--- config.mk ---
export PLATFORM = sky130hd
export DESIGN_NAME = ofd_top
export DESIGN_NICKNAME = d
export VERILOG_FILES = /design/src/ofd_top.v
export VERILOG_INCLUDE_DIRS = /design/src
export SDC_FILE = /design/constraint.sdc
export NUM_CORES = 1
export LEC_CHECK = 0
export ABC_AREA = 1
export BUFFER_PORTS_ARGS = -buffer_cell sky130_fd_sc_hd__buf_4
export CAP_MARGIN = 5
export CORE_MARGIN = 2
export CORE_UTILIZATION = 35
export CTS_BUF_LIST = sky130_fd_sc_hd__clkbuf_2
export DETAILED_ROUTE_END_ITERATION = 10
export PLACE_DENSITY = 0.67
export SETUP_SLACK_MARGIN = 0.4
export SYNTH_ARGS = -nofsm -noshare
export SYNTH_HDL_FRONTEND = slang
export SYNTH_SLANG_ARGS = --single-unit
--- constraint.sdc ---
create_clock -name clk_sys_in -period 3.55 [get_ports clk_sys_in]
set_input_delay 0.1775 -clock clk_sys_in [delete_from_list [all_inputs] [get_ports clk_sys_in]]
set_output_delay 0.1775 -clock clk_sys_in [all_outputs]
set_load 0.005 [all_outputs]
--- src/ofd_consts.vh ---
// Register offsets, field positions, reset values and timing counts for the fast detect block
// Assumes a simple byte-wide register port driven by an external serial control decoder
`ifndef OFD_CONSTS_VH
`define OFD_CONSTS_VH
`define OFD_ADDR_MODE        15'h0200
`define OFD_ADDR_DECIM       15'h0201
`define OFD_ADDR_UTH_LO      15'h0247
`define OFD_ADDR_UTH_HI      15'h0248
`define OFD_ADDR_LTH_LO      15'h0249
`define OFD_ADDR_LTH_HI      15'h024A
`define OFD_ADDR_DWELL_LO    15'h024B
`define OFD_ADDR_DWELL_HI    15'h024C
`define OFD_ADDR_OVR_CLR     15'h0562
`define OFD_ADDR_OVR_STAT    15'h0563
`define OFD_MODE_LSB         0
`define OFD_MODE_MSB         3
`define OFD_QIGN_BIT         5
`define OFD_MODE_FULL        4'h0
`define OFD_MODE_DDC1        4'h1
`define OFD_MODE_DDC2        4'h2
`define OFD_MODE_DDC4        4'h3
`define OFD_RST_BYTE         8'h00
`define OFD_RST_DECIM        8'h01
`define OFD_RST_DWELL        16'h0001
`define OFD_UPPER_LAT_MAX    28
`define OFD_PIPE_LAT         2
`endif

--- src/ofd_top.v ---
// Fast threshold detect, overrange sticky status and virtual converter mapping
// Assumes samples, overrange and register port are all synchronous to clk_sys_in
// Assumes a downconverter outside this block supplies decimated I and Q streams
`include "ofd_consts.vh"
`default_nettype none
module ofd_top #(
   // Sample word width; 16 puts the 13-bit magnitude in bits 12:0
   parameter SW = 16
) (
   input  wire          clk_sys_in,
   input  wire          nrst_in,
   input  wire          reg_wr_in,
   input  wire          reg_rd_in,
   input  wire [14:0]   reg_addr_in,
   input  wire [7:0]    reg_wdata_in,
   output reg  [7:0]    reg_rdata_out,
   input  wire [SW-1:0] adc_a_in,
   input  wire [SW-1:0] adc_b_in,
   input  wire          ovr_a_in,
   input  wire          ovr_b_in,
   input  wire [4*SW-1:0] ddc_i_in,
   input  wire [4*SW-1:0] ddc_q_in,
   input  wire          ddc_valid_in,
   input  wire [3:0]    link_cs_bits_in,
   output reg           threshold_flag_chan_a_out,
   output reg           threshold_flag_chan_b_out,
   output reg  [8*SW-1:0] vc_data_out,
   output reg  [7:0]    vc_ovr_out,
   output reg  [7:0]    vc_used_out,
   output reg           vc_valid_out,
   output reg  [3:0]    decim_ratio_out
);
   // Register images; thresholds keep all 16 written bits for readback,
   // but only bits 12:0 take part in the compares
   reg  [7:0]  mode_r;
   reg  [7:0]  decim_r;
   reg  [15:0] uth_r;
   reg  [15:0] lth_r;
   reg  [15:0] dwell_r;
   reg  [7:0]  clr_r;
   reg  [7:0]  clr_d_r;
   reg  [7:0]  ovr_stat_r;
   reg  [7:0]  ovr_stat_nxt;
   reg  [SW-1:0] a_d_r [0:`OFD_PIPE_LAT-1];
   reg  [SW-1:0] b_d_r [0:`OFD_PIPE_LAT-1];
   reg  [`OFD_PIPE_LAT-1:0] ova_d_r;
   reg  [`OFD_PIPE_LAT-1:0] ovb_d_r;
   // Dwell counters are one bit wider than the dwell value so they never wrap
   reg  [16:0] dw_a_r;
   reg  [16:0] dw_b_r;
   reg  [8*SW-1:0] vc_nxt;
   reg  [7:0]  vo_nxt;
   reg  [7:0]  vu_nxt;
   reg         vv_nxt;
   integer     k;

   // Absolute value, saturated to 13-bit magnitude scale
   // Two's complement minimum maps to full scale, not to zero
   // Saturation keeps large samples above any 13-bit threshold below full scale
   function [12:0] mag13;
      input [SW-1:0] s;
      reg   [SW-1:0] m;
      begin
         m = s[SW-1] ? (~s + {{(SW-1){1'b0}}, 1'b1}) : s;
         mag13 = (m[SW-1:SW-3] != 3'h0) ? 13'h1FFF : m[SW-4:0];
      end
   endfunction

   // Number of downconverter channels a mode code enables
   function [2:0] chan_count;
      input [3:0] md;
      begin
         case (md)
            `OFD_MODE_DDC1: chan_count = 3'h1;
            `OFD_MODE_DDC2: chan_count = 3'h2;
            `OFD_MODE_DDC4: chan_count = 3'h4;
            default:        chan_count = 3'h0;
         endcase
      end
   endfunction

   // Next {flag, dwell count} of one channel
   // Above upper sets the flag and restarts the count; this wins over expiry
   // At or above lower restarts the count while the flag is high
   // The flag falls once the count has reached the dwell value
   function [17:0] fd_step;
      input        flag;
      input [16:0] cnt;
      input [12:0] mag;
      input [12:0] upper;
      input [12:0] lower;
      input [15:0] dwell;
      begin
         if (mag > upper)
            fd_step = {1'b1, 17'h00000};
         else if (!flag)
            fd_step = {1'b0, cnt};
         else if (mag >= lower)
            fd_step = {1'b1, 17'h00000};
         else if (cnt >= {1'b0, dwell})
            fd_step = {1'b0, 17'h00000};
         else
            fd_step = {1'b1, cnt + 17'h00001};
      end
   endfunction

   // Magnitudes come straight from the sample inputs, so the set path is one register deep
   wire [12:0] mag_a = mag13(adc_a_in);
   wire [12:0] mag_b = mag13(adc_b_in);
   wire        qign  = mode_r[`OFD_QIGN_BIT];
   wire [3:0]  mode  = mode_r[`OFD_MODE_MSB:`OFD_MODE_LSB];
   // Overrange taps at the same depth as the sample taps
   wire        ova_al = ova_d_r[`OFD_PIPE_LAT-1];
   wire        ovb_al = ovb_d_r[`OFD_PIPE_LAT-1];
   wire        ovr_any = ova_al | ovb_al;
   wire [17:0] fd_a_nxt = fd_step(threshold_flag_chan_a_out, dw_a_r, mag_a, uth_r[12:0], lth_r[12:0], dwell_r);
   wire [17:0] fd_b_nxt = fd_step(threshold_flag_chan_b_out, dw_b_r, mag_b, uth_r[12:0], lth_r[12:0], dwell_r);

   // Register writes: one byte per strobe, exact address decode
   // Writes to the status byte and to unmapped addresses are dropped
   // Dwell low and high bytes are written separately; a dwell of zero
   // behaves like one below-threshold sample, which software must avoid

   always @(posedge clk_sys_in or negedge nrst_in) begin
      if (!nrst_in) begin
         mode_r  <= `OFD_RST_BYTE;
         decim_r <= `OFD_RST_DECIM;
         uth_r   <= 16'h0000;
         lth_r   <= 16'h0000;
         dwell_r <= `OFD_RST_DWELL;
         clr_r   <= `OFD_RST_BYTE;
      end else if (reg_wr_in) begin
         case (reg_addr_in)
            `OFD_ADDR_MODE:     mode_r  <= reg_wdata_in;
            `OFD_ADDR_DECIM:    decim_r <= reg_wdata_in;
            `OFD_ADDR_UTH_LO:   uth_r[7:0]  <= reg_wdata_in;
            `OFD_ADDR_UTH_HI:   uth_r[15:8] <= reg_wdata_in;
            `OFD_ADDR_LTH_LO:   lth_r[7:0]  <= reg_wdata_in;
            `OFD_ADDR_LTH_HI:   lth_r[15:8] <= reg_wdata_in;
            `OFD_ADDR_DWELL_LO: dwell_r[7:0]  <= reg_wdata_in;
            `OFD_ADDR_DWELL_HI: dwell_r[15:8] <= reg_wdata_in;
            `OFD_ADDR_OVR_CLR:  clr_r <= reg_wdata_in;
            default: ;
         endcase
      end
   end

   // Reads are registered and hold until the next read strobe
   // Unmapped addresses read as zero
   always @(posedge clk_sys_in or negedge nrst_in) begin
      if (!nrst_in)
         reg_rdata_out <= `OFD_RST_BYTE;
      else if (reg_rd_in) begin
         case (reg_addr_in)
            `OFD_ADDR_MODE:     reg_rdata_out <= mode_r;
            `OFD_ADDR_DECIM:    reg_rdata_out <= decim_r;
            `OFD_ADDR_UTH_LO:   reg_rdata_out <= uth_r[7:0];
            `OFD_ADDR_UTH_HI:   reg_rdata_out <= uth_r[15:8];
            `OFD_ADDR_LTH_LO:   reg_rdata_out <= lth_r[7:0];
            `OFD_ADDR_LTH_HI:   reg_rdata_out <= lth_r[15:8];
            `OFD_ADDR_DWELL_LO: reg_rdata_out <= dwell_r[7:0];
            `OFD_ADDR_DWELL_HI: reg_rdata_out <= dwell_r[15:8];
            `OFD_ADDR_OVR_CLR:  reg_rdata_out <= clr_r;
            `OFD_ADDR_OVR_STAT: reg_rdata_out <= ovr_stat_r;
            default:            reg_rdata_out <= 8'h00;
         endcase
      end
   end

   // Flags: set in one cycle, clear after dwell below lower threshold
   // The count only advances while the flag is high and the magnitude
   // stays below lower; the flag falls after dwell plus one such samples
   always @(posedge clk_sys_in or negedge nrst_in) begin
      if (!nrst_in) begin
         threshold_flag_chan_a_out <= 1'b0;
         threshold_flag_chan_b_out <= 1'b0;
         dw_a_r <= 17'h00000;
         dw_b_r <= 17'h00000;
      end else begin
         threshold_flag_chan_a_out <= fd_a_nxt[17];
         dw_a_r                    <= fd_a_nxt[16:0];
         threshold_flag_chan_b_out <= fd_b_nxt[17];
         dw_b_r                    <= fd_b_nxt[16:0];
      end
   end

   // Sample and overrange delay lines of equal length
   // A sample and its overrange bit leave the pipe in the same cycle
   always @(posedge clk_sys_in or negedge nrst_in) begin
      if (!nrst_in) begin
         for (k = 0; k < `OFD_PIPE_LAT; k = k + 1) begin
            a_d_r[k] <= {SW{1'b0}};
            b_d_r[k] <= {SW{1'b0}};
         end
         ova_d_r <= {`OFD_PIPE_LAT{1'b0}};
         ovb_d_r <= {`OFD_PIPE_LAT{1'b0}};
      end else begin
         a_d_r[0] <= adc_a_in;
         b_d_r[0] <= adc_b_in;
         for (k = 1; k < `OFD_PIPE_LAT; k = k + 1) begin
            a_d_r[k] <= a_d_r[k-1];
            b_d_r[k] <= b_d_r[k-1];
         end
         ova_d_r <= {ova_d_r[`OFD_PIPE_LAT-2:0], ovr_a_in};
         ovb_d_r <= {ovb_d_r[`OFD_PIPE_LAT-2:0], ovr_b_in};
      end
   end

   // Virtual converter mapping
   // Full bandwidth runs every cycle; downconverter modes follow the
   // downconverter strobe. Unused lanes carry zero samples and no
   // overrange, and an undefined mode code turns every lane off.
   // In downconverter modes each lane in use reports the overrange of both inputs while link_cs_bits_in is nonzero
   always @* begin
      vc_nxt = {8*SW{1'b0}};
      vo_nxt = 8'h00;
      vu_nxt = 8'h00;
      vv_nxt = ddc_valid_in;
      case (mode)
         `OFD_MODE_FULL: begin
            vc_nxt[SW-1:0]    = a_d_r[`OFD_PIPE_LAT-1];
            vc_nxt[2*SW-1:SW] = b_d_r[`OFD_PIPE_LAT-1];
            vo_nxt[1:0] = {ovb_al, ova_al};
            vu_nxt = 8'h03;
            vv_nxt = 1'b1;
         end
         `OFD_MODE_DDC1, `OFD_MODE_DDC2, `OFD_MODE_DDC4: begin
            for (k = 0; k < 4; k = k + 1) begin
               if (k < chan_count(mode)) begin
                  // Real output packs the I streams on consecutive lanes
                  if (qign) begin
                     vc_nxt[k*SW +: SW] = ddc_i_in[k*SW +: SW];
                     vu_nxt[k] = 1'b1;
                     vo_nxt[k] = ovr_any;
                  end else begin
                     // I on the even lane, Q on the odd lane above it
                     vc_nxt[2*k*SW +: SW]     = ddc_i_in[k*SW +: SW];
                     vc_nxt[(2*k+1)*SW +: SW] = ddc_q_in[k*SW +: SW];
                     vu_nxt[2*k]   = 1'b1;
                     vu_nxt[2*k+1] = 1'b1;
                     vo_nxt[2*k]   = ovr_any;
                     vo_nxt[2*k+1] = ovr_any;
                  end
               end
            end
         end
         default: vv_nxt = 1'b0;
      endcase
      if (link_cs_bits_in == 4'h0)
         vo_nxt = 8'h00;
   end

   // Sticky status: clear on the falling edge of a clear bit, then set,
   // so an overrange in the clearing cycle is not lost
   // Only lanes in use can set a bit
   always @* begin
      ovr_stat_nxt = ovr_stat_r & ~(clr_d_r & ~clr_r);
      ovr_stat_nxt = ovr_stat_nxt | (vo_nxt & vu_nxt);
   end

   always @(posedge clk_sys_in or negedge nrst_in) begin
      if (!nrst_in) begin
         // All outputs are registered; mapping adds one cycle after the taps
         vc_data_out     <= {8*SW{1'b0}};
         vc_ovr_out      <= 8'h00;
         vc_used_out     <= 8'h00;
         vc_valid_out    <= 1'b0;
         decim_ratio_out <= 4'h0;
         clr_d_r         <= 8'h00;
         ovr_stat_r      <= 8'h00;
      end else begin
         vc_data_out     <= vc_nxt;
         vc_ovr_out      <= vo_nxt;
         vc_used_out     <= vu_nxt;
         vc_valid_out    <= vv_nxt;
         decim_ratio_out <= decim_r[3:0];
         clr_d_r         <= clr_r;
         ovr_stat_r      <= ovr_stat_nxt;
      end
   end
endmodule // ofd_top
`default_nettype wire

==> impl_metrics.env, run 1 <==
export IMPL_crit_arrival_ns=3.93
export IMPL_fp_coreArea_sq_um=47500
export IMPL_r2r_start="mode_r[3]"
export IMPL_synth_top_area_share_pct=51.2
export IMPL_seq_area_frac_synth_pct=51.5
export IMPL_synth_edff_count=0
export IMPL_fillers=3959
export IMPL_holdWs_ns=0.206
export IMPL_viasPerCell=5.10
export IMPL_total_power_mw=7.99
export IMPL_startpoint_type="input pin"
export IMPL_cp_slowest_cell="dlygate4sd3_1"
export IMPL_crit_chain="dlygate4sd3_1 > buf_4 > nor2_1 > dlygate4sd3_1 > nand2_1 > dlygate4sd3_1 > nor3b_4 > dlygate4sd3_1 > nand3_2 > nand2_1 > o21ai_0"
export IMPL_core_rowCount=80
export IMPL_cts_tree="built"
export IMPL_grt_max_degree=94
export IMPL_vias=17507
export IMPL_fp_dieH_um=223
export IMPL_critPathTopFamily="buffers and inverters"
export IMPL_path_common_cell="dlygate4sd3_1"
export IMPL_p_int_mw=5.69
export IMPL_netlist_area_sq_um=16800
export IMPL_status="complete, no violations"
export IMPL_seqPwrFrac_pct=50.2
export IMPL_routedWlPerCell_um=18.6
export IMPL_fin_worst_skew_ns=0.0964
export IMPL_drive_above_1_share_pct=20.2
export IMPL_path_max_fanout=16
export IMPL_fin_crit_sh_pct=86.0
export IMPL_p_per_area_nw_per_um2=318
export IMPL_reg2regPathDepth=8
export IMPL_drc=0
export IMPL_crit_required_ns=4.42
export IMPL_yosys_top_cells_count="513 x nand2_1, 343 x dfrtp_1, 207 x nor2_1"
export IMPL_crit_type="in2reg"
export IMPL_synth_seq_cells=345
export IMPL_post_cts_setup_buffers=0
export IMPL_yosysMostFrequentCell="nand2_1"
export IMPL_layout_setup_ws_ns=0.497
export IMPL_globalRoute_totalOverflow=0
export IMPL_htreeDepth=3
export IMPL_p_sw_share_pct=28.8
export IMPL_fp_dieW_um=223
export IMPL_synth_area_leaders="dfrtp_1 51%, nand2_1 11%, ha_1 6.6%, nand3_1 5.8%, nor2_1 4.6%"
export IMPL_io_buffers=352
export IMPL_p_comb_share_pct=13.1
export IMPL_synth_area_per_cell_sq_um=8.67
export IMPL_clkTransAtPathRegs_ns=0.09
export IMPL_grt_pass1_wl_um=101000
export IMPL_netlist_instances=1933
export IMPL_holdCritPathClass="in2reg"
export IMPL_yosys_warnings=0
export IMPL_gr_usage_all_layers_pct=26.0
export IMPL_dp_slack_ns=0.230
export IMPL_wl_um=63900
export IMPL_place_congestion=0.929
export IMPL_cts_sinks=345
export IMPL_die_area_sq_um=49700
export IMPL_final_max_slew_viol_count=0
export IMPL_finalCriticalPeriod_ns=3.05
export IMPL_place_hpwl_um=38900
export IMPL_syn_nets=2215
export IMPL_drv_cap=0
export IMPL_critPathMaxStageDelay_ns=0.83
export IMPL_dpl_instance_area_sq_um=20000
export IMPL_drt_iter0_drc=1766
export IMPL_worst_slew_pin_slew_ns=0.950
export IMPL_irDropWorstVdd_v=0.000219
export IMPL_final_hold_viol_count=0
export IMPL_max_slew_margin_pct=36.5
export IMPL_crit_cells=11
export IMPL_power_switching_mw=2.30
export IMPL_cts_made_buffers=89
export IMPL_reg2reg_to="vc_data_out[21]"
export IMPL_dr_pass1_iters=6
export IMPL_synth_cell_types=49
export IMPL_antenna_found_initial=9
export IMPL_clock_power_share_pct=36.6
export IMPL_crit_start="reg_addr_in[6]"
export IMPL_synthArstFlopShare_pct=100
export IMPL_synth_top_area_cell="dfrtp_1"
export IMPL_ant_nets=0
export IMPL_reg2reg_slack_ns=0.65
export IMPL_p_leak_nw=12.6
export IMPL_rsz0062_at_grt="true"
export IMPL_worstSkewPairLatency_ns=1.09
export IMPL_nets=3019
export IMPL_finalSetupViolations=0
export IMPL_endpoint="decim_r[3]"
export IMPL_synthFlopType="dfrtp_1"
export IMPL_clk_path_buf_depth=3
export IMPL_root_buffer="clkbuf_2"
export IMPL_design_area_sq_um=25100
export IMPL_crit_buf_inv=5
export IMPL_setup_tns_ns=0
export IMPL_fmax_mhz=328
export IMPL_pin_count=353
export IMPL_initial_core_util_pct=35.3
export IMPL_syn_to_final_growth_pct=49.8
export IMPL_end_kind="flip-flop"
export IMPL_grt_pass1_vias=18224
## cells by family after synthesis
family / Yosys count / share of synthesized area, %
AOI/OAI and AO/OA: 209 / 7.46
xor gates and xnor gates: 53 / 2.81
adders and majority gates: 88 / 6.57
buffers and inverters: 229 / 5.59
DFF: 345 / 51.5
and+or+nand+nor: 1009 / 26.1
## metal layers
metal	part of all wire, %	vias up	global-route usage [%]
met4	5.3	4	14.8
met2	49	940	44.1
met1	38	8364	30.0
met3	7.8	235	6.41
li1	-	7964	-
met5	0.036	-	0
## worst min-delay path by stage
stage	start	endpoint	slack [ns]	depth (start not counted)
after floorplan	nrst_in	a_d_r[0]	-0.12	0
after global placement	nrst_in	vc_data_out[126]	0.26	1
after detailed placement	nrst_in	vc_data_out[123]	0.27	1
after CTS	reg_wdata_in[7]	lth_r[15]	0.04	4
after global routing	reg_wdata_in[7]	lth_r[15]	0.07	4
final	reg_wdata_in[6]	lth_r[14]	0.21	4
## sequential cells by signal (all words and copies together), names as in the netlist, 2 cells and up
signal,count
vc_data_out,128
dwell_r,16
clr_d_r,8
vc_ovr_out,6
reg_rdata_out,8
vc_used_out,6
dw_a_r,17
decim_ratio_out,4
ovr_stat_r,8
ovb_d_r,2
lth_r,16
uth_r,16
decim_r,8
mode_r,8
clr_r,8
dw_b_r,17
a_d_r,32
b_d_r,32
ova_d_r,2
## tightest hold or removal path, delay by kind of cell
| family | cells | cell delay (ns) |
|---|---|---|
| AO/OA/AOI/OAI | 1 | 0.17 |
| buffers and inverters | 3 | 0.81 |
## area by class of cell
| type | count | area, sq um | area share, % |
|---|---|---|---|
| multi-input cells | 1359 | 7200 | 28.7 |
| clock inverters | 47 | 282 | 1.12 |
| well taps | 615 | 769 | 3.06 |
| diodes | 7 | 17.5 | 0.0697 |
| inverters | 149 | 563 | 2.24 |
| clock buffers | 116 | 581 | 2.31 |
| flip-flops and latches | 345 | 8640 | 34.4 |
| repair buffers | 792 | 7060 | 28.1 |
| repair inverters | 1 | 7.51 | 0.0299 |
## power by group through the flow
stage,registers [mW],clock network (mW),logic (mW)
floorplan,4.08,0,0.247
global placement,4.09,0,0.642
detailed placement,4.09,0,0.652
CTS,4.01,2.95,1.00
global route,4.02,3.24,1.13
finish,4.02,2.93,1.05
## what timing repair did
item                                   in CTS  in global routing
setup endpoints to repair                   0                 15
resized for setup                           0                  4
endpoints found under the hold margin     602                  0
hold buffers                              421                  0
## cells in the final DEF (no fill, tap or decap), types with 34 or more instances in the layout
master	synthesis	final
a21oi_1	67	67
clkbuf_2	0	116
dlygate4sd3_1	0	418
clkinv_1	4	34
nand3_1	194	194
buf_4	11	368
nand4_1	34	34
inv_1	144	142
dfrtp_1	343	342
nor2_1	207	207
nand2_1	513	511
o21ai_0	72	72
ha_1	88	88
xor2_1	42	42
## metrics by stage
| stage | cells | util (%) |
|---|---|---|
| 6_report | 3431 | 52.8 |
| 2_1_floorplan | 1933 | - |
| 3_3_place_gp | 2840 | 42.1 |
| 3_5_place_dp | 2840 | 42.1 |
| 4_1_cts | 3424 | 52.8 |
| 5_1_grt | 3430 | 52.8 |
Power figures use the tool's default switching activity.
==> inputs of run 2 (changes only) <==
CELL_PAD_IN_SITES_DETAIL_PLACEMENT = 0   (was not set)
CELL_PAD_IN_SITES_GLOBAL_PLACEMENT = 2   (was not set)
PLACE_DENSITY = 0.95   (was 0.67)
SKIP_CTS_REPAIR_TIMING = 1   (was not set)
==> run 2 against run 1 <==
  * Wire length is 1.1% lower
  * Combinational power hardly changed
  * Sequential cell count stayed put
  * Via count is 3.4% lower
  * Total power is 1.1% lower
  * Design area is 0.61% lower
  * Clock power is 3% lower
  * Sequential share of layout area is 0.21 points higher
  * Non-clock buffer count is 8 lower
  * Critical path type is now reg2reg
  * Largest power group unchanged
  * Highest routed layer unchanged
==> impl_metrics.env, run 2 (synthesis results as in run 1) <==
export IMPL_regMostFlops="vc_data_out"
export IMPL_drv_cap=0
export IMPL_holdCritPathClass="in2reg"
export IMPL_worstSkewPairLatency_ns=1.04
export IMPL_fin_worst_skew_ns=0.0519
export IMPL_worst_slew_pin_slew_ns=1.09
export IMPL_max_slew_margin_pct=27.2
export IMPL_status="complete, no violations"
export IMPL_crit_cells=10
export IMPL_reg2regPathDepth=10
export IMPL_cts_sinks=345
export IMPL_irDropWorstVdd_v=0.000191
export IMPL_final_cell_mix="512 x nand2_1, 410 x dlygate4sd3_1, 368 x buf_4, 342 x dfrtp_1, 207 x nor2_1"
export IMPL_clock_power_share_pct=36.1
export IMPL_fp_dieW_um=223
export IMPL_wl_um=63200
export IMPL_end_kind="flip-flop"
export IMPL_crit_buf_inv=5
export IMPL_grt_max_degree=97
export IMPL_grt_use_met2_pct=36.9
export IMPL_syn_to_final_growth_pct=48.9
export IMPL_total_power_mw=7.90
export IMPL_initial_core_util_pct=35.3
export IMPL_fillers=4170
export IMPL_root_buffer="clkbuf_2"
export IMPL_fp_coreArea_sq_um=47500
export IMPL_final_hold_viol_count=0
export IMPL_path_max_fanout=28
export IMPL_fin_crit_sh_pct=86.1
export IMPL_drive_above_1_share_pct=20.6
export IMPL_grt_pass1_vias=14668
export IMPL_area_sequential_sq_um=8640
export IMPL_grt_pass1_wl_um=84000
export IMPL_antenna_found_initial=8
export IMPL_fmax_mhz=327
export IMPL_critPathTopFamily="buffers and inverters"
export IMPL_clkTransAtPathRegs_ns=0.11
export IMPL_top_usage_layer="met2"
export IMPL_cts_made_buffers=89
export IMPL_drt_iter0_drc=1276
export IMPL_drc=0
export IMPL_layout_setup_ws_ns=0.492
export IMPL_globalRoute_totalOverflow=0
export IMPL_multiInputGateArea_sq_um=7190
export IMPL_holdPathStages=10
export IMPL_routedWlPerCell_um=18.5
export IMPL_gr_usage_all_layers_pct=21.9
export IMPL_io_buffers=352
export IMPL_final_max_slew_viol_count=0
export IMPL_ant_nets=0
export IMPL_pin_count=353
export IMPL_place_hpwl_um=40500
export IMPL_critPathMaxStageDelay_ns=0.62
export IMPL_power_switching_mw=2.22
export IMPL_viasPerCell=4.96
export IMPL_crit_chain="nor2_2 > inv_1 > nor2_2 > buf_4 > nand2_1 > inv_1 > a32oi_1 > dlygate4sd3_1 > nand2_1 > dlygate4sd3_1"
export IMPL_holdWs_ns=0.0321
export IMPL_core_rowCount=80
export IMPL_met3_usage_pct=5.18
export IMPL_p_int_mw=5.69
export IMPL_p_leak_nw=12.5
export IMPL_clk_path_buf_depth=3
export IMPL_mostFrequentLayoutCell="nand2_1"
export IMPL_fp_dieH_um=223
export IMPL_die_area_sq_um=49700
export IMPL_cp_slowest_cell="dlygate4sd3_1"
export IMPL_htreeDepth=3
export IMPL_vias=16904
export IMPL_finalCriticalPeriod_ns=3.06
export IMPL_setup_tns_ns=0
export IMPL_finalSetupViolations=0
export IMPL_p_comb_share_pct=13.1
export IMPL_cts_tree="built"
export IMPL_top_regs="vc_data_out x128, a_d_r x32, b_d_r x32"
export IMPL_crit_arrival_ns=4.01
export IMPL_startpoint_type="flip-flop"
export IMPL_place_congestion=0.918
export IMPL_nets=3010
export IMPL_p_per_area_nw_per_um2=317
export IMPL_dr_pass1_iters=6
export IMPL_crit_required_ns=4.50
export IMPL_gr_usage_met1_pct=27.3
export IMPL_dp_slack_ns=0.174
export IMPL_largest_reg_flops=128
export IMPL_seqPwrFrac_pct=50.8
export IMPL_p_sw_share_pct=28.0
export IMPL_crit_type="reg2reg"
export IMPL_rsz0062_at_grt="false"
==> run 2: cell types whose count changed in the layout (fill, tap and decap cells not counted) <==
| cell | change |
|---|---|
| clkbuf_2 | +19 |
| clkinv_1 | -23 |
| clkinv_4 | -1 |
| nand2_2 | -1 |
| clkinvlp_4 | -2 |
| inv_6 | +1 |
| dlygate4sd3_1 | -8 |
| inv_2 | +1 |
| dlymetal6s4s_1 | -1 |
| bufinv_16 | -1 |
| clkinv_2 | -10 |
| inv_1 | +1 |
| buf_12 | +1 |
| nand2_1 | +1 |
==> run 2: power groups by stage <==
stage / clock network, mW / logic, mW / registers, mW
floorplan: 0 / 0.247 / 4.08
global placement: 0 / 0.658 / 4.09
detailed placement: 0 / 0.664 / 4.09
CTS: 2.88 / 0.668 / 4.01
global route: 3.14 / 1.12 / 4.02
finish: 2.85 / 1.04 / 4.01
==> run 2: tightest hold or removal path: stages <==
cell and delay (ns):
buf_4 0.08, nor2_1 0.04, nand2_2 0.11, nor2_2 0.17, nand3_1 0.11, nand2_1 0.06, nor2_1 0.08, nand3b_1 0.10
nand2_1 0.06, nand2_1 0.04
==> run 2: final timing paths <==
| path | startpoint | to | slack (ns) |
|---|---|---|---|
| worst max-delay path | mode_r[3] | vc_data_out[24] | 0.49 |
| worst min-delay path | reg_addr_in[13] | reg_rdata_out[4] | 0.03 |
| worst max register to register | mode_r[3] | vc_data_out[24] | 0.49 |
| worst min register to register | ova_d_r[0] | ova_d_r[1] | 0.33 |
| max in group asynchronous | nrst_in | a_d_r[6] | 2.56 |
| min in group asynchronous | nrst_in | lth_r[11] | 0.38 |
==> run 2: layout make-up <==
type / count / share of cell area, %
Sequential cell: 345 / 34.6
Multi-Input combinational cell: 1359 / 28.8
Timing Repair Buffer: 784 / 28.0
Tap cell: 615 / 3.08
Clock buffer: 135 / 2.71
Inverter: 149 / 2.24
Clock inverter: 14 / 0.476
Antenna cell: 7 / 0.0702
==> run 2: routing by layer <==
layer / up-vias / part of all wire, %
met5: - / 0.041
met3: 172 / 6.6
met4: 4 / 3.8
li1: 7934 / -
met1: 8082 / 40
met2: 712 / 49
==> run 2: through the flow <==
step	area (sq um)	util [%]	instances
floorplan	16800	-	1933
global placement	20000	42.1	2841
detailed placement	20000	42.1	2841
CTS	20800	43.8	2990
global route	25000	52.5	3407
finish	25000	52.5	3408
==> inputs of run 3 (changes only) <==
==> constraint.sdc (replaced) <==
create_clock -name clk_sys_in -period 3.55 [get_ports clk_sys_in]
set_input_delay 0 -clock clk_sys_in [delete_from_list [all_inputs] [get_ports clk_sys_in]]
set_output_delay 0 -clock clk_sys_in [all_outputs]
set_load 0.005 [all_outputs]
==> run 3 against run 2 <==
  * Setup slack lost 0.025 ns
  * Largest cell class unchanged
  * Sequential power is essentially flat
  * Clock skew up 0.019 ns
  * Sequential cell count unchanged
==> impl_metrics.env, run 3 (synthesis results as in run 1) <==
export IMPL_crit_cells=15
export IMPL_irDropWorstVdd_v=0.000225
export IMPL_nets=3023
export IMPL_drive_above_1_share_pct=20.5
export IMPL_holdCritPathClass="in2reg"
export IMPL_p_leak_nw=12.6
export IMPL_htreeDepth=3
export IMPL_dr_pass1_iters=5
export IMPL_final_hold_viol_count=0
export IMPL_place_congestion=0.907
export IMPL_grt_max_degree=97
export IMPL_worst_slew_pin_slew_ns=1.07
export IMPL_gr_usage_all_layers_pct=21.7
export IMPL_path_common_cell="dlygate4sd3_1"
export IMPL_crit_buf_inv=6
export IMPL_fp_dieH_um=223
export IMPL_dp_slack_ns=0.220
export IMPL_status="complete, no violations"
export IMPL_mostFrequentLayoutCell="nand2_1"
export IMPL_largest_reg_flops=128
export IMPL_fp_dieW_um=223
export IMPL_ant_nets=0
export IMPL_critPathMaxStageDelay_ns=0.78
export IMPL_max_slew_margin_pct=28.1
export IMPL_path_max_fanout=8
export IMPL_drc=0
export IMPL_syn_to_final_growth_pct=49.6
export IMPL_clkTransAtPathRegs_ns=0.10
export IMPL_core_rowCount=80
export IMPL_final_max_slew_viol_count=0
export IMPL_crit_chain="dlygate4sd3_1 > buf_4 > nor2_2 > nand3_1 > dlygate4sd3_1 > nor2_4 > dlygate4sd3_1 > nand3_1 > dlygate4sd3_1 > nand2_1 > dlygate4sd3_1 > nor2_1 > nand3b_1 > nand2_1 > nand2_1"
export IMPL_fmax_mhz=324
export IMPL_end_kind="flip-flop"
export IMPL_crit_type="in2reg"
export IMPL_reg2regPathDepth=8
export IMPL_setup_tns_ns=0
export IMPL_routedWlPerCell_um=18.5
export IMPL_antenna_found_initial=5
export IMPL_io_buffers=352
export IMPL_postLayoutCoreUtil_pct=52.7
export IMPL_holdPathStages=11
export IMPL_finalCriticalPeriod_ns=3.08
export IMPL_die_area_sq_um=49700
export IMPL_wl_um=63300
export IMPL_startpoint_type="input pin"
export IMPL_cts_sinks=345
export IMPL_fin_worst_skew_ns=0.0712
export IMPL_worstSkewPairLatency_ns=1.05
export IMPL_cts_tree="built"
export IMPL_cts_made_buffers=92
export IMPL_finalSetupViolations=0
export IMPL_crit_arrival_ns=4.05
export IMPL_cp_slowest_cell="dlygate4sd3_1"
export IMPL_viasPerCell=4.96
export IMPL_drv_cap=0
export IMPL_layout_setup_ws_ns=0.467
export IMPL_drt_iter0_drc=1568
export IMPL_fillers=4106
export IMPL_critPathTopFamily="buffers and inverters"
export IMPL_globalRoute_totalOverflow=0
export IMPL_clk_path_buf_depth=3
export IMPL_place_hpwl_um=39900
export IMPL_root_buffer="clkbuf_2"
export IMPL_rsz0062_at_grt="false"
export IMPL_pin_count=353
export IMPL_vias=16995
export IMPL_regMostFlops="vc_data_out"
export IMPL_p_per_area_nw_per_um2=315
export IMPL_top_regs="vc_data_out x128, a_d_r x32, b_d_r x32"
export IMPL_grt_pass1_wl_um=83800
export IMPL_fp_coreArea_sq_um=47500
export IMPL_grt_pass1_vias=14721
export IMPL_final_cell_mix="512 x nand2_1, 421 x dlygate4sd3_1, 368 x buf_4, 342 x dfrtp_1, 207 x nor2_1"
export IMPL_fin_crit_sh_pct=86.8
export IMPL_initial_core_util_pct=35.3
export IMPL_crit_required_ns=4.52
run 3: cell type report:
class                           instances  area, sq um  share of cell area (%)
Sequential cell                       345         8640                    34.4
Clock buffer                          135          676                    2.69
Clock inverter                         27          146                   0.584
Timing Repair Buffer                  794         7080                    28.2
Antenna cell                            5         12.5                  0.0499
Multi-Input combinational cell       1359         7190                    28.7
Inverter                              149          559                    2.23
Tap cell                              615          769                    3.07
run 3: path summary, 6_finish.rpt:
check	startpoint	end	slack, ns
setup / recovery	reg_addr_in[3]	reg_rdata_out[5]	0.47
hold / removal	reg_addr_in[6]	reg_rdata_out[3]	0.004
setup reg to reg	mode_r[3]	vc_data_out[24]	0.88
hold reg to reg	a_d_r[27]	a_d_r[11]	0.33
max in group asynchronous	nrst_in	vc_data_out[66]	2.82
min in group asynchronous	nrst_in	decim_r[0]	0.12
run 3: metal layers:
metal,share of wire [%],vias to the layer above,GRT usage [%]
met4,4.1,0,9.50
met2,50,746,36.8
met1,40,8081,26.4
met3,6.8,182,5.02
met5,0,-,0
li1,-,7986,-
run 3: where the power goes:
part           switching (mW)  internal [mW]  total [mW]  leakage, nW
Sequential             0.0239           3.99        4.01         4.47
Combinational           0.485          0.555        1.04         7.49
Clock                    1.76           1.09        2.86        0.632
run 3: worst reg2reg max path, delay by kind of cell, from the launching register on:
| kind | cells | cell delay (ns) |
|---|---|---|
| AOI/OAI and AO/OA | 1 | 0.09 |
| and+or+nand+nor | 4 | 1.08 |
| DFF | 1 | 0.42 |
| buffers and inverters | 3 | 1.00 |
run 3: metrics by stage:
| stage | hold WS (ns) | instances | area (sq um) | power, mW |
|---|---|---|---|---|
| after floorplan | -0.296 | 1933 | 16800 | 4.33 |
| after global placement | 0.0740 | 2840 | 20000 | 4.74 |
| after detailed placement | 0.0744 | 2840 | 20000 | 4.75 |
| after CTS | -1.14 | 3002 | 20800 | 7.57 |
| after global routing | 0.00613 | 3428 | 25100 | 8.29 |
| final | 0.00351 | 3429 | 25100 | 7.91 |
